File: config.mk
export PLATFORM = sky130hd
export DESIGN_NAME = lcd_drive_timing
export DESIGN_NICKNAME = d
export VERILOG_FILES = /design/src/lcd_drive_timing_pkg.sv /design/src/lcd_drive_timing.sv
export VERILOG_INCLUDE_DIRS = /design/src
export SDC_FILE = /design/constraint.sdc
export NUM_CORES = 1
export LEC_CHECK = 0
export ABC_CLOCK_PERIOD_IN_PS = 2850
export BUFFER_PORTS_ARGS = -buffer_cell sky130_fd_sc_hd__buf_2
export CORE_AREA = 4 4 201 203
export CTS_CLUSTER_DIAMETER = 40
export CTS_CLUSTER_SIZE = 10
export DETAILED_ROUTE_END_ITERATION = 8
export DIE_AREA = 0 0 205 207
export HOLD_SLACK_MARGIN = 0.03
export PLACE_DENSITY_LB_ADDON = 0.08
export SYNTH_ARGS = -nofsm -noshare
export SYNTH_HDL_FRONTEND = slang
export SYNTH_SLANG_ARGS = --single-unit
File: constraint.sdc
create_clock -name mclk -period 2.85 [get_ports mclk]
set_input_delay 0 -clock mclk [delete_from_list [all_inputs] [get_ports mclk]]
set_output_delay 0 -clock mclk [all_outputs]
set_load 0.05 [all_outputs]
File: src/lcd_drive_timing_regs.svh
/*
 Register offsets, field positions, reset values and divider counts
 for the LCD drive timing and ladder power block.
 Assumes a byte-wide register port with a five-bit word address.
*/
// Behaviour
// - Ladder sits in level A for a set span after each transition, then level B
// - Three-bit A length counts 32 kHz ticks; zero keeps ladder in level B
// - Waveform type 0: N ticks in A, then 16 minus N in B
// - Waveform type 1: N ticks in A, then 32 minus N in B
// - Bits 7..6 give ladder power in interval A: off, low, medium, high
// - Bits 5..4 give ladder power in interval B, same encoding
// - A and B spans are timed by the five-bit 32 kHz to 1 kHz prescaler
// - Contrast ladder is off and open while the module is inactive
// - Internal bias reference is off while the module is inactive
// - With no internal reference selected the contrast circuit is disabled
// - Idle bit set and ladder in level B turns the reference buffer off
// - Fixed voltage reference is switched on automatically when needed
// - Each external bias pin has its own independent connect bit
// - Common count field selects commons 0, 1..0, 2..0 or 3..0
// - A common driver pin ignores its direction bit; idle pins follow it
// - Segment enable set makes the pin a driver, overriding direction
// - After reset all segment-capable pins are ordinary I/O
// - One pixel per data bit; unused bits are plain storage
// - Frame rate is source over 128 times (prescale+1), or 96 times for third mux
// - Source clock is system clock over 256, crystal or internal oscillator
// - Reference ladder is off while inactive, whatever the power fields say
// - Four-bit frame prescaler divides by 1 through 16
`ifndef LCD_DRIVE_TIMING_REGS_SVH
`define LCD_DRIVE_TIMING_REGS_SVH

// ----------------------------------------
// Offsets
// ----------------------------------------
`define OFS_MAIN 5'h00
`define OFS_PRESCALE 5'h01
`define OFS_BIASREF 5'h02
`define OFS_CONTRAST 5'h03
`define OFS_LADDER 5'h04
`define OFS_SEGEN0 5'h05
`define OFS_SEGEN1 5'h06
`define OFS_SEGEN2 5'h07
`define OFS_PIXEL0 5'h08
`define OFS_PIXEL_LAST 5'h13
`define OFS_STATUS 5'h14
`define PIXEL_REGS 12

// ----------------------------------------
// Fields
// ----------------------------------------
`define MAIN_EN 7
`define MAIN_WFT 6
`define MAIN_ACT 5
`define MAIN_CS_HI 3
`define MAIN_CS_LO 2
`define MAIN_MUX_HI 1
`define MAIN_MUX_LO 0
`define REF_EN 7
`define REF_FVR 6
`define REF_IDLE 5
`define REF_PIN_HI 3
`define REF_PIN_LO 1
`define LAD_AP_HI 7
`define LAD_AP_LO 6
`define LAD_BP_HI 5
`define LAD_BP_LO 4
`define LAD_AT_HI 2
`define LAD_AT_LO 0

// ----------------------------------------
// Write masks and reset values
// ----------------------------------------
`define MASK_MAIN 8'hdf
`define MASK_PRESCALE 8'h0f
`define MASK_BIASREF 8'hee
`define MASK_CONTRAST 8'h07
`define MASK_LADDER 8'hf7
`define RST_BYTE 8'h00
`define RST_SEGEN 24'h000000

// ----------------------------------------
// Codes and counts
// ----------------------------------------
`define CS_SYSDIV 2'b00
`define CS_XTAL 2'b01
`define MUX_STATIC 2'b00
`define MUX_HALF 2'b01
`define MUX_THIRD 2'b10
`define PWR_OFF 2'b00
`define SYS_DIV_LAST 8'hff
`define PRE_LAST 5'h1f
`define SLOT_LAST_QUAD 2'h3
`define SLOT_LAST_THIRD 2'h2

`endif

File: src/lcd_drive_timing_pkg.sv
/*
 Types shared by the LCD drive timing block.
 Assumes the register header is compiled alongside.
*/
package lcd_drive_timing_pkg;

	// ----------------------------------------
	// Ladder power phase
	// ----------------------------------------
	typedef enum logic {LADDER_B, LADDER_A} ladder_phase_e;

endpackage

File: src/lcd_drive_timing.sv
/*
 LCD drive timing: source clock select, frame stepping, ladder power
 switching, reference gating, pin function select and pixel storage.
 Assumes a same-clock register master and asynchronous oscillator pins.
*/
`timescale 1ns/1ns
`include "lcd_drive_timing_regs.svh"

module lcd_drive_timing (
	// Clock and reset
	input wire logic mclk,
	input wire logic sys_rst,
	// Register port
	input wire logic [4:0] regAddr,
	input wire logic [7:0] regWdata,
	input wire logic regWr,
	input wire logic regRd,
	output logic [7:0] regRdata,
	// Low-rate clock pins
	input wire logic timerCrystalOsc,
	input wire logic lowFreqInternalOsc,
	// Port direction bits, one means input
	input wire logic [23:0] segPortDirectionBits,
	input wire logic [3:0] comPortDirectionBits,
	// Pin function
	output logic [23:0] segmentPinEnables,
	output logic [23:0] segPinOe,
	output logic [3:0] comPinOe,
	output logic [3:0] commonActive,
	// Drive timing
	output logic moduleActiveFlag,
	output logic [1:0] commonPhase,
	output logic [23:0] segPixelLevel,
	output logic frameStart,
	// Analog controls
	output logic [1:0] ladderPower,
	output logic contrastLadderOn,
	output logic [2:0] contrastTapSelect,
	output logic internalRefOn,
	output logic refFromFvr,
	output logic fvrEnable,
	output logic fvrBufferOn,
	output logic [2:0] externalBiasPin
);

	// ----------------------------------------
	// Helpers
	// ----------------------------------------
	function automatic logic inIntervalA(input logic [2:0] len, input logic waveform_type_select,
			input logic [4:0] pre);
		logic [4:0] span;
		span = waveform_type_select ? pre : {1'b0, pre[3:0]};
		return (len != 3'h0) && (span < {2'b00, len});
	endfunction

	function automatic logic [3:0] commonMask(input logic [1:0] mux, input logic act);
		logic [3:0] m;
		case (mux)
			`MUX_STATIC: m = 4'h1;
			`MUX_HALF: m = 4'h3;
			`MUX_THIRD: m = 4'h7;
			default: m = 4'hf;
		endcase
		return act ? m : 4'h0;
	endfunction

	function automatic logic [1:0] phaseOf(input logic [1:0] slot, input logic [1:0] mux);
		logic [1:0] p;
		case (mux)
			`MUX_STATIC: p = 2'h0;
			`MUX_HALF: p = {1'b0, slot[0]};
			default: p = slot;
		endcase
		return p;
	endfunction

	// ----------------------------------------
	// Register file
	// ----------------------------------------
	logic [7:0] lcdMainControl, next_lcdMainControl;
	logic [7:0] framePrescaleValue, next_framePrescaleValue;
	logic [7:0] biasReferenceControl, next_biasReferenceControl;
	logic [7:0] contrastCtl, next_contrastCtl;
	logic [7:0] refLadderPowerControl, next_refLadderPowerControl;
	logic [23:0] next_segmentPinEnables;
	logic [7:0] next_regRdata;
	logic [7:0] pixelBits [`PIXEL_REGS];
	logic [4:0] pixOfs;
	logic pixHit;
	lcd_drive_timing_pkg::ladder_phase_e ladderPhase, next_ladderPhase;

	logic moduleActive;
	logic enableBit, wftBit;
	logic [1:0] clockSelect, commonCountSelect;
	logic [3:0] lpValue;
	logic [2:0] aLength;
	logic [1:0] aPower, bPower;

	assign enableBit = lcdMainControl[`MAIN_EN];
	assign wftBit = lcdMainControl[`MAIN_WFT];
	assign clockSelect = lcdMainControl[`MAIN_CS_HI:`MAIN_CS_LO];
	assign commonCountSelect = lcdMainControl[`MAIN_MUX_HI:`MAIN_MUX_LO];
	assign lpValue = framePrescaleValue[3:0];
	assign aLength = refLadderPowerControl[`LAD_AT_HI:`LAD_AT_LO];
	assign aPower = refLadderPowerControl[`LAD_AP_HI:`LAD_AP_LO];
	assign bPower = refLadderPowerControl[`LAD_BP_HI:`LAD_BP_LO];
	assign pixOfs = regAddr - `OFS_PIXEL0;
	assign pixHit = (regAddr >= `OFS_PIXEL0) && (regAddr <= `OFS_PIXEL_LAST);

	always_comb begin
		next_lcdMainControl = lcdMainControl;
		next_framePrescaleValue = framePrescaleValue;
		next_biasReferenceControl = biasReferenceControl;
		next_contrastCtl = contrastCtl;
		next_refLadderPowerControl = refLadderPowerControl;
		next_segmentPinEnables = segmentPinEnables;
		next_regRdata = `RST_BYTE;
		if (regWr) begin
			case (regAddr)
				`OFS_MAIN: next_lcdMainControl = regWdata & `MASK_MAIN;
				`OFS_PRESCALE: next_framePrescaleValue = regWdata & `MASK_PRESCALE;
				`OFS_BIASREF: next_biasReferenceControl = regWdata & `MASK_BIASREF;
				`OFS_CONTRAST: next_contrastCtl = regWdata & `MASK_CONTRAST;
				`OFS_LADDER: next_refLadderPowerControl = regWdata & `MASK_LADDER;
				`OFS_SEGEN0: next_segmentPinEnables[7:0] = regWdata;
				`OFS_SEGEN1: next_segmentPinEnables[15:8] = regWdata;
				`OFS_SEGEN2: next_segmentPinEnables[23:16] = regWdata;
				default: next_regRdata = `RST_BYTE;
			endcase
		end
		if (regRd) begin
			case (regAddr)
				`OFS_MAIN: begin
					next_regRdata = lcdMainControl;
					next_regRdata[`MAIN_ACT] = moduleActive;
				end
				`OFS_PRESCALE: next_regRdata = framePrescaleValue;
				`OFS_BIASREF: next_regRdata = biasReferenceControl;
				`OFS_CONTRAST: next_regRdata = contrastCtl;
				`OFS_LADDER: next_regRdata = refLadderPowerControl;
				`OFS_SEGEN0: next_regRdata = segmentPinEnables[7:0];
				`OFS_SEGEN1: next_regRdata = segmentPinEnables[15:8];
				`OFS_SEGEN2: next_regRdata = segmentPinEnables[23:16];
				`OFS_STATUS: next_regRdata = {5'h00, commonPhase,
					ladderPhase == lcd_drive_timing_pkg::LADDER_A};
				default: next_regRdata = pixHit ? pixelBits[pixOfs[3:0]] : `RST_BYTE;
			endcase
		end
	end

	always_ff @(posedge mclk) begin
		if (sys_rst) begin
			lcdMainControl <= `RST_BYTE;
			framePrescaleValue <= `RST_BYTE;
			biasReferenceControl <= `RST_BYTE;
			contrastCtl <= `RST_BYTE;
			refLadderPowerControl <= `RST_BYTE;
			segmentPinEnables <= `RST_SEGEN;
			regRdata <= `RST_BYTE;
		end else begin
			lcdMainControl <= next_lcdMainControl;
			framePrescaleValue <= next_framePrescaleValue;
			biasReferenceControl <= next_biasReferenceControl;
			contrastCtl <= next_contrastCtl;
			refLadderPowerControl <= next_refLadderPowerControl;
			segmentPinEnables <= next_segmentPinEnables;
			regRdata <= next_regRdata;
		end
	end

	// Pixel storage keeps its contents across reset, like display RAM
	always_ff @(posedge mclk) begin
		if (regWr && pixHit) begin
			pixelBits[pixOfs[3:0]] <= regWdata;
		end
	end

	// ----------------------------------------
	// Source clock and prescalers
	// ----------------------------------------
	logic [1:0] oscMeta, oscSync, oscLast;
	logic [1:0] next_oscLast;
	logic [7:0] sysDiv, next_sysDiv;
	logic [4:0] preCount, next_preCount;
	logic [3:0] lpCount, next_lpCount;
	logic [1:0] slotCount, next_slotCount;
	logic [1:0] slotLast;
	logic tick32, tick1k, stepTick;
	logic next_moduleActive;

	assign next_oscLast = oscSync;
	assign slotLast = (commonCountSelect == `MUX_THIRD) ? `SLOT_LAST_THIRD : `SLOT_LAST_QUAD;
	assign tick1k = tick32 && (preCount == `PRE_LAST);
	assign stepTick = tick1k && (lpCount == lpValue);
	assign next_moduleActive = enableBit;

	always_comb begin
		case (clockSelect)
			`CS_SYSDIV: tick32 = (sysDiv == `SYS_DIV_LAST);
			`CS_XTAL: tick32 = oscSync[0] & ~oscLast[0];
			default: tick32 = oscSync[1] & ~oscLast[1];
		endcase
		next_sysDiv = sysDiv + 8'h01;
		next_preCount = preCount;
		next_lpCount = lpCount;
		next_slotCount = slotCount;
		if (!moduleActive) begin
			next_preCount = 5'h00;
			next_lpCount = 4'h0;
			next_slotCount = 2'h0;
		end else begin
			if (tick32) begin
				next_preCount = preCount + 5'h01;
			end
			if (tick1k) begin
				next_lpCount = (lpCount == lpValue) ? 4'h0 : lpCount + 4'h1;
			end
			if (stepTick) begin
				next_slotCount = (slotCount == slotLast) ? 2'h0 : slotCount + 2'h1;
			end
		end
	end

	// Pin levels cross two flops before the edge detect
	always_ff @(posedge mclk) begin
		if (sys_rst) begin
			oscMeta <= 2'h0;
			oscSync <= 2'h0;
			oscLast <= 2'h0;
			sysDiv <= 8'h00;
			preCount <= 5'h00;
			lpCount <= 4'h0;
			slotCount <= 2'h0;
			moduleActive <= 1'b0;
		end else begin
			oscMeta <= {lowFreqInternalOsc, timerCrystalOsc};
			oscSync <= oscMeta;
			oscLast <= next_oscLast;
			sysDiv <= next_sysDiv;
			preCount <= next_preCount;
			lpCount <= next_lpCount;
			slotCount <= next_slotCount;
			moduleActive <= next_moduleActive;
		end
	end

	// ----------------------------------------
	// Drive outputs and ladder control
	// ----------------------------------------
	logic [3:0] rowBase;
	logic [1:0] next_ladderPower;
	logic refEnable, refSrcFvr, refIdle;
	logic next_fvrEnable;

	assign refEnable = biasReferenceControl[`REF_EN];
	assign refSrcFvr = biasReferenceControl[`REF_FVR];
	assign refIdle = biasReferenceControl[`REF_IDLE];
	assign rowBase = {1'b0, commonPhase, 1'b0} + {2'b00, commonPhase};
	assign next_fvrEnable = moduleActive && refEnable && refSrcFvr;

	always_comb begin
		next_ladderPhase = lcd_drive_timing_pkg::LADDER_B;
		if (moduleActive && inIntervalA(aLength, wftBit, preCount)) begin
			next_ladderPhase = lcd_drive_timing_pkg::LADDER_A;
		end
		// Power fields are ignored while inactive so the ladder never floats on
		if (!moduleActive) begin
			next_ladderPower = `PWR_OFF;
		end else if (ladderPhase == lcd_drive_timing_pkg::LADDER_A) begin
			next_ladderPower = aPower;
		end else begin
			next_ladderPower = bPower;
		end
	end

	always_ff @(posedge mclk) begin
		if (sys_rst) begin
			ladderPhase <= lcd_drive_timing_pkg::LADDER_B;
			ladderPower <= `PWR_OFF;
			contrastLadderOn <= 1'b0;
			contrastTapSelect <= 3'h0;
			internalRefOn <= 1'b0;
			refFromFvr <= 1'b0;
			fvrEnable <= 1'b0;
			fvrBufferOn <= 1'b0;
			externalBiasPin <= 3'h0;
			commonActive <= 4'h0;
			commonPhase <= 2'h0;
			segPixelLevel <= 24'h000000;
			frameStart <= 1'b0;
			segPinOe <= 24'h000000;
			comPinOe <= 4'h0;
			moduleActiveFlag <= 1'b0;
		end else begin
			ladderPhase <= next_ladderPhase;
			ladderPower <= next_ladderPower;
			contrastLadderOn <= moduleActive && refEnable;
			contrastTapSelect <= contrastCtl[2:0];
			internalRefOn <= moduleActive && refEnable;
			refFromFvr <= refSrcFvr;
			fvrEnable <= next_fvrEnable;
			fvrBufferOn <= next_fvrEnable &&
				!(refIdle && ladderPhase == lcd_drive_timing_pkg::LADDER_B);
			externalBiasPin <= biasReferenceControl[`REF_PIN_HI:`REF_PIN_LO];
			commonActive <= commonMask(commonCountSelect, moduleActive);
			commonPhase <= phaseOf(slotCount, commonCountSelect);
			segPixelLevel <= {pixelBits[rowBase + 4'h2], pixelBits[rowBase + 4'h1],
				pixelBits[rowBase]};
			frameStart <= stepTick && (slotCount == slotLast);
			segPinOe <= segmentPinEnables | ~segPortDirectionBits;
			comPinOe <= commonMask(commonCountSelect, moduleActive) |
				~comPortDirectionBits;
			moduleActiveFlag <= moduleActive;
		end
	end
endmodule

==> impl_results.md, run 1 <==
- Vias per cell: 4.93
- Critical Path RT: 3290 ps
- Antenna violation net count after detailed routing: 0
- TritonCTS clock tree: built
- Die Wd: 205 µm
- Max-cap viol count: 0
- Tot Pwr: 10200 µW
- Worst Path Buf+Inv: 1
- FILL cells: 3731
- Arr. time, crit path: 2760 ps
- H-tree Lvls: 2
- Least-Margin Pin Slew: 986 ps
- Syn_area_per_cell: 12.9 µm²
- Hold depth: 5
- CTS Hold Bufs: 50
- Vias in the first global route: 8409
- PD cells: 675 mW/mm²
- Levels on crit path: 5
- Initial Util: 0.298
- # port buffers: ~150
- Synthesized area: between 0.01 and 0.015 mm²
- Status: completed
- Antenna violations before repair: 0
- DPL Wire Length: 25.7 mm
- Worst min-delay path class: primary input to flop
- Comb pwr share: 0.059
- Shortest period the worst path allows: 2320 ps
- Grt ovf: 0
- Row count: 72
- Most frequent cells in the layout: dfxtp_1 (157), buf_2 (150), nor2_1 (118)
- Synth Warn #: 0
- Detailed-route wire length per cell: 22.6 µm
- Slowest-stage cell, CP: dlygate4sd3_1
- Worst setup EP type: flop
- Placed Cells: 1534
- Most common cell after layout, fill and taps aside: dfxtp_1
- Asr flop ratio synth: 0
- Later-pin clock latency in the skew report: 570 ps
- Worst slew margin: 0.343
- Clock root cell: clkbuf_16
- Max FO, Critical Path: 4
- Sequential share of power: 0.380
- Diode count: 0
- Die height: 207 µm
- GR peak layer: met2
- Final setup violation count: 0
- Setup TNS: 0 ps
- VDD IR-drop max: 446 µV
- Met3 Track Usage GR: 0.0286
- Internal power: 7780 µW
- Gr usage total: 0.176
- Top cell type by total area after synthesis: dfxtp_1
- Crit-path cells: mux4_2 > a22oi_1 > nor2_1 > o311a_1 > dlygate4sd3_1
- Post-synth EDFFs: 96
- Post-CTS Setup Inserts: 0
- Top_reg_cell synth: dfxtp_1
- Num CTS Buffers: 48
- Iter 0 DRT Violations: between 400 and 500
- Final Cycle Share: 0.813
- Clock power share: 0.560
- CTS Sinks: 254
- Max clock buf depth: 3
- Via count: between 8000 and 9000
- # IOs: 152
- FF+latch count, synth: 254
- Reg2Reg Depth: 5
- Slowest stage delay, CP: about 550 ps
- Syn Nets: 945
- Delay-heaviest family, CP: compound AO/OA/AOI/OAI gates
- Routability Congestion: 0.785
- RSZ-0062 raised after global routing: no
- Post-CTS Resized: 0
- Critical Path Source Type: flop
- Sw frac: 0.236
- Critical path class: flop to flop
- Final worst-path setup slack: roughly 530 ps
- DRC viols: 0
- Fmax: 0.432 GHz
- Met2 usage: 0.278
- CTS clock-pin slew for the worst setup and hold paths: 50 ps
- Non-Filler Instances: 1673
- Final #Nets: 1173
- Endpoints failing hold: 0
- Routed WL: 37.8 mm
- Largest net degree at the start of global routing: 87
- Share of cells above drive strength 1: 0.332
- Sequential-to-total area share from yosys stat: 0.528
- Fin. max-slew vios: 0
- Sw power: 2410 µW
- Post-synth cell types: 64
- Leak: 0.00604 µW
- Area contributors post-synth: dfxtp_1 (28%), edfxtp_1 (25%), mux4_2 (17%)
- Mapped Cells: 888
- Worst Clk Skew: 21.2 ps
- Share of the synthesized area in the top cell type: 0.276
- Pre-Repair DR Iteration Count: 6
- First-pass GRT wire length: roughly 56 mm
- Layout area overhead: 31.6%
- Routing usage on met1: 0.250
- Die ar.: 0.0424 mm²
- Core region area: 0.0385 mm²
- Worst slack, placed: 648 ps
## power groups by stage
| stage | combinational [µW] | sequential [µW] | clock [µW] |
|---|---|---|---|
| 3_5_place_dp | 558 | 3940 | 0 |
| 4_1_cts | 611 | 3870 | 5840 |
| 2_1_floorplan | 208 | 4070 | 0 |
| 6_report | 603 | 3870 | 5710 |
| 3_3_place_gp | 559 | 3940 | 0 |
| 5_1_grt | 641 | 3880 | 6010 |
## metal layers
metal,part of all wire,wire [µm]
met1,0.47,17600
met2,0.47,17800
met3,0.043,1610
met4,0.021,797
met5,0,0
## cells by family (layout without fill, tap and decap cells)
| logic type | after synthesis | in the layout | synth area share |
|---|---|---|---|
| simple gates | 221 | 221 | 0.0937 |
| flops | 254 | 254 | 0.528 |
| fa+ha+maj | 10 | 10 | 0.0109 |
| buf+inv | 94 | 361 | 0.0345 |
| mux | 185 | 185 | 0.258 |
| compound gates | 111 | 111 | 0.0658 |
| xor+xnor | 13 | 13 | 0.00993 |
## tightest hold or removal path, delay by kind of cell
| family | cells | cell delay (ps) |
|---|---|---|
| multiplexers | 1 | 140 |
| buffers and inverters | 1 | 160 |
| AND/OR/NAND/NOR | 3 | 320 |
## per-stage QoR
step / util / hold slack [ps] / area [µm²]
after global placement: 0.336 / 179 / 12900
after global routing: 0.392 / 96.8 / 15100
after floorplan: - / 95.9 / 11500
final: 0.392 / 90.6 / 15100
after CTS: 0.392 / 49.0 / 15100
after detailed placement: 0.336 / 181 / 12900
## synthesized netlist by cell type (9+ instances only)
| library cell | number |
|---|---|
| xor2_1 | 9 |
| a21oi_1 | 47 |
| nand3_1 | 18 |
| mux2_2 | 10 |
| mux2i_1 | 88 |
| dfxtp_1 | 158 |
| buf_2 | 16 |
| clkbuf_1 | 29 |
| a22oi_1 | 9 |
| ha_1 | 10 |
| edfxtp_1 | 96 |
| nor2b_1 | 24 |
| nand2_1 | 15 |
| mux4_2 | 87 |
| inv_1 | 35 |
| and3_1 | 10 |
| nor2_1 | 118 |
## state kept, by name, indices dropped and copies added, names as in the netlist, 6 cells and up
| signal | flops |
|---|---|
| refLadderPowerControl | 7 |
| lcdMainControl | 7 |
| segmentPinEnables | 24 |
| segPixelLevel | 24 |
| pixelBits | 96 |
| sysDiv | 8 |
| regRdata | 8 |
| segPinOe | 24 |
| biasReferenceControl | 6 |
## final cells by class
| class | count | area [µm²] | area share |
|---|---|---|---|
| Sequential cell | 254 | 6050 | 0.401 |
| Clock inverter | 26 | 250 | 0.0166 |
| Multi-Input combinational cell | 540 | 5020 | 0.333 |
| Inverter | 35 | 131 | 0.00871 |
| Clock buffer | 63 | 1400 | 0.0928 |
| Timing Repair Buffer | 237 | 1580 | 0.105 |
| Tap cell | 518 | 648 | 0.0430 |
## worst paths after layout
kind                                        from              end  slack (ps)
worst max register to register  pixelBits[11][4]      regRdata[4]         530
worst min-delay path                       regWr   contrastCtl[1]          90
worst max-delay path            pixelBits[11][4]      regRdata[4]         530
worst min register to register        oscMeta[1]  next_oscLast[1]         430
Power figures use the tool's default switching activity.
==> inputs of run 2 (changes only) <==
--- a/config.mk
+++ b/config.mk
@@ -6,7 +6,7 @@
 export SDC_FILE = /design/constraint.sdc
 export NUM_CORES = 1
 export LEC_CHECK = 0
-export ABC_CLOCK_PERIOD_IN_PS = 2850
+export ABC_CLOCK_PERIOD_IN_PS = 1900
 export BUFFER_PORTS_ARGS = -buffer_cell sky130_fd_sc_hd__buf_2
 export CORE_AREA = 4 4 201 203
 export CTS_CLUSTER_DIAMETER = 40
==> constraint.sdc (replaced) <==
create_clock -name mclk -period 1.9 [get_ports mclk]
set_input_delay 0 -clock mclk [delete_from_list [all_inputs] [get_ports mclk]]
set_output_delay 0 -clock mclk [all_outputs]
set_load 0.05 [all_outputs]
==> run 2 against run 1 <==
Against the previous run:
- combinational power grew 60%
- clock power grew 40%
- global-route usage increased by 0.73 points
- register-to-register slack worse by 490 ps
- worst hold slack worse by 0.85 ps
- first-iteration DRC count up 0.62%
- critical path type unchanged
- critical endpoint is now regRdata[1]
==> impl_results.md, run 2 (same netlist as run 1, synthesis figures left out) <==
- Status: completed
- Critical path class: flop to flop
- FILL cells: 3707
- DP Area: ~0.014 mm²
- Placed Cells: 1601
- CTS clock-pin slew for the worst setup and hold paths: 50 ps
- # port buffers: 151
- Max FO, Critical Path: 3
- Final #Nets: 1233
- Share of cells above drive strength 1: 0.370
- Pre-Repair DR Iteration Count: 5
- Row count: 72
- Post-CTS Setup Inserts: 0
- Die Wd: 205 µm
- Worst slew margin: 0.376
- Max reg flops: 96
- Most frequent cells in the layout: dfxtp_1 (156), buf_2 (150), nor2_1 (118)
- Endpoints failing hold: 0
- Final Cycle Share: 0.978
- Die height: 207 µm
- Max-cap viol count: 0
- Num CTS Buffers: 47
- Routability Congestion: 0.858
- Antenna violation net count after detailed routing: 0
- DPL Wire Length: about 28 mm
- Diode count: 0
- PD cells: 946 mW/mm²
- Grt ovf: 0
- # IOs: 152
- Antenna violations before repair: 2
- First-pass GRT wire length: roughly 58 mm
- Vias in the first global route: 8697
- Vias per cell: 4.87
- Critical Path RT: 2330 ps
- Fin. max-slew vios: 0
- VDD IR-drop max: 639 µV
- Worst Clk Skew: 17.7 ps
- Later-pin clock latency in the skew report: 570 ps
- Routed WL: 39.3 mm
- Initial Util: 0.298
- Non-Filler Instances: 1733
- Layout area overhead: 36.4%
- Worst min-delay path class: primary input to flop
- Die ar.: 0.0424 mm²
- Fin util: 0.406
- Arr. time, crit path: 2290 ps
- Core region area: about 0.038 mm²
- Detailed-route wire length per cell: 22.7 µm
- Final setup violation count: 0
- CTS Sinks: 254
- Hold depth: 3
- Fmax: between 0.5 and 0.6 GHz
- Clock root cell: clkbuf_16
- Critical Path Source Type: flop
- RSZ-0062 raised after global routing: yes
- H-tree Lvls: 2
- Worst setup EP type: flop
- Shortest period the worst path allows: 1860 ps
- WHS: 89.7 ps
- Least-Margin Pin Slew: 936 ps
- DRC viols: 0
- Via count: 8440
- Gr usage total: 0.183
- Reg2Reg Depth: 6
- Max clock buf depth: 3
- Largest net degree at the start of global routing: 85
- Tot Pwr: 14800 µW
- Iter 0 DRT Violations: 486
- Leak: 0.00631 µW
- Final Instance Area: approximately 0.016 mm²
- Most common cell after layout, fill and taps aside: dfxtp_1
- TritonCTS clock tree: built
## run 2: changes by cell type in the layout (fill, tap and decap cells not counted), moves of 4 or more
cell,previous run,this run
clkbuf_1,2,11
buf_12,4,15
clkinvlp_4,4,8
clkbuf_8,12,3
dlygate4sd3_1,50,43
buf_4,33,86
## run 2: routing by layer
| metal | vias to the layer above | track usage | wire length, µm | share of wire |
|---|---|---|---|---|
| li1 | 3917 | - | - | - |
| met2 | 199 | 0.291 | 18500 | 0.47 |
| met3 | 56 | 0.0388 | 1810 | 0.046 |
| met4 | 0 | 0.0494 | 938 | 0.024 |
| met1 | 4268 | 0.256 | 18000 | 0.46 |
| met5 | - | 0 | 0 | 0 |
## run 2: cell type report
type | instances | area [µm²] | area share
sequential | 254 | 6050 | 0.387
tap | 518 | 648 | 0.0415
clock inverter | 24 | 219 | 0.0140
multi-input combinational | 540 | 5060 | 0.324
timing repair buffer | 298 | 2190 | 0.140
inverter | 35 | 134 | 0.00857
clock buffer | 64 | 1330 | 0.0853
## run 2: where the power goes
part / leakage [µW] / switching (µW) / total (µW) / internal [µW]
Combinational: 0.00342 / 612 / 965 / 354
Clock: 0.000738 / 2910 / 8010 / 5100
Sequential: 0.00216 / 52.1 / 5810 / 5760
Total: 0.00631 / 3580 / 14800 / 11200
## run 2: final timing paths
path | start | end | slack [ps]
min | regAddr[3] | regRdata[1] | 90
min reg2reg | oscMeta[1] | next_oscLast[1] | 430
max reg2reg | pixelBits[6][1] | regRdata[1] | 40
max | pixelBits[6][1] | regRdata[1] | 40
## run 2: worst max-delay path, cell delays in order, from the launching register on
cell       delay, ps
edfxtp_1         410
mux4_2           500
nor2b_1          140
nor4b_1           80
buf_4            150
a311oi_1         290
o2bb2ai_1        140
## run 2: per-stage QoR
stage | worst slack [ps] | TNS (ps)
floorplan | -241 | -4150
global placement | -143 | -160
detailed placement | -85.9 | -105
CTS | 4.37 | 0
global route | -29.1 | -74.6
finish | 42.3 | 0
## run 2: repair_timing
action,4_1_cts,5_1_grt
resized for setup,1,6
hold buffers,43,0
pin swaps,1,1
setup endpoints to repair,2,10
endpoints found under the hold margin,175,0
gates cloned,0,1
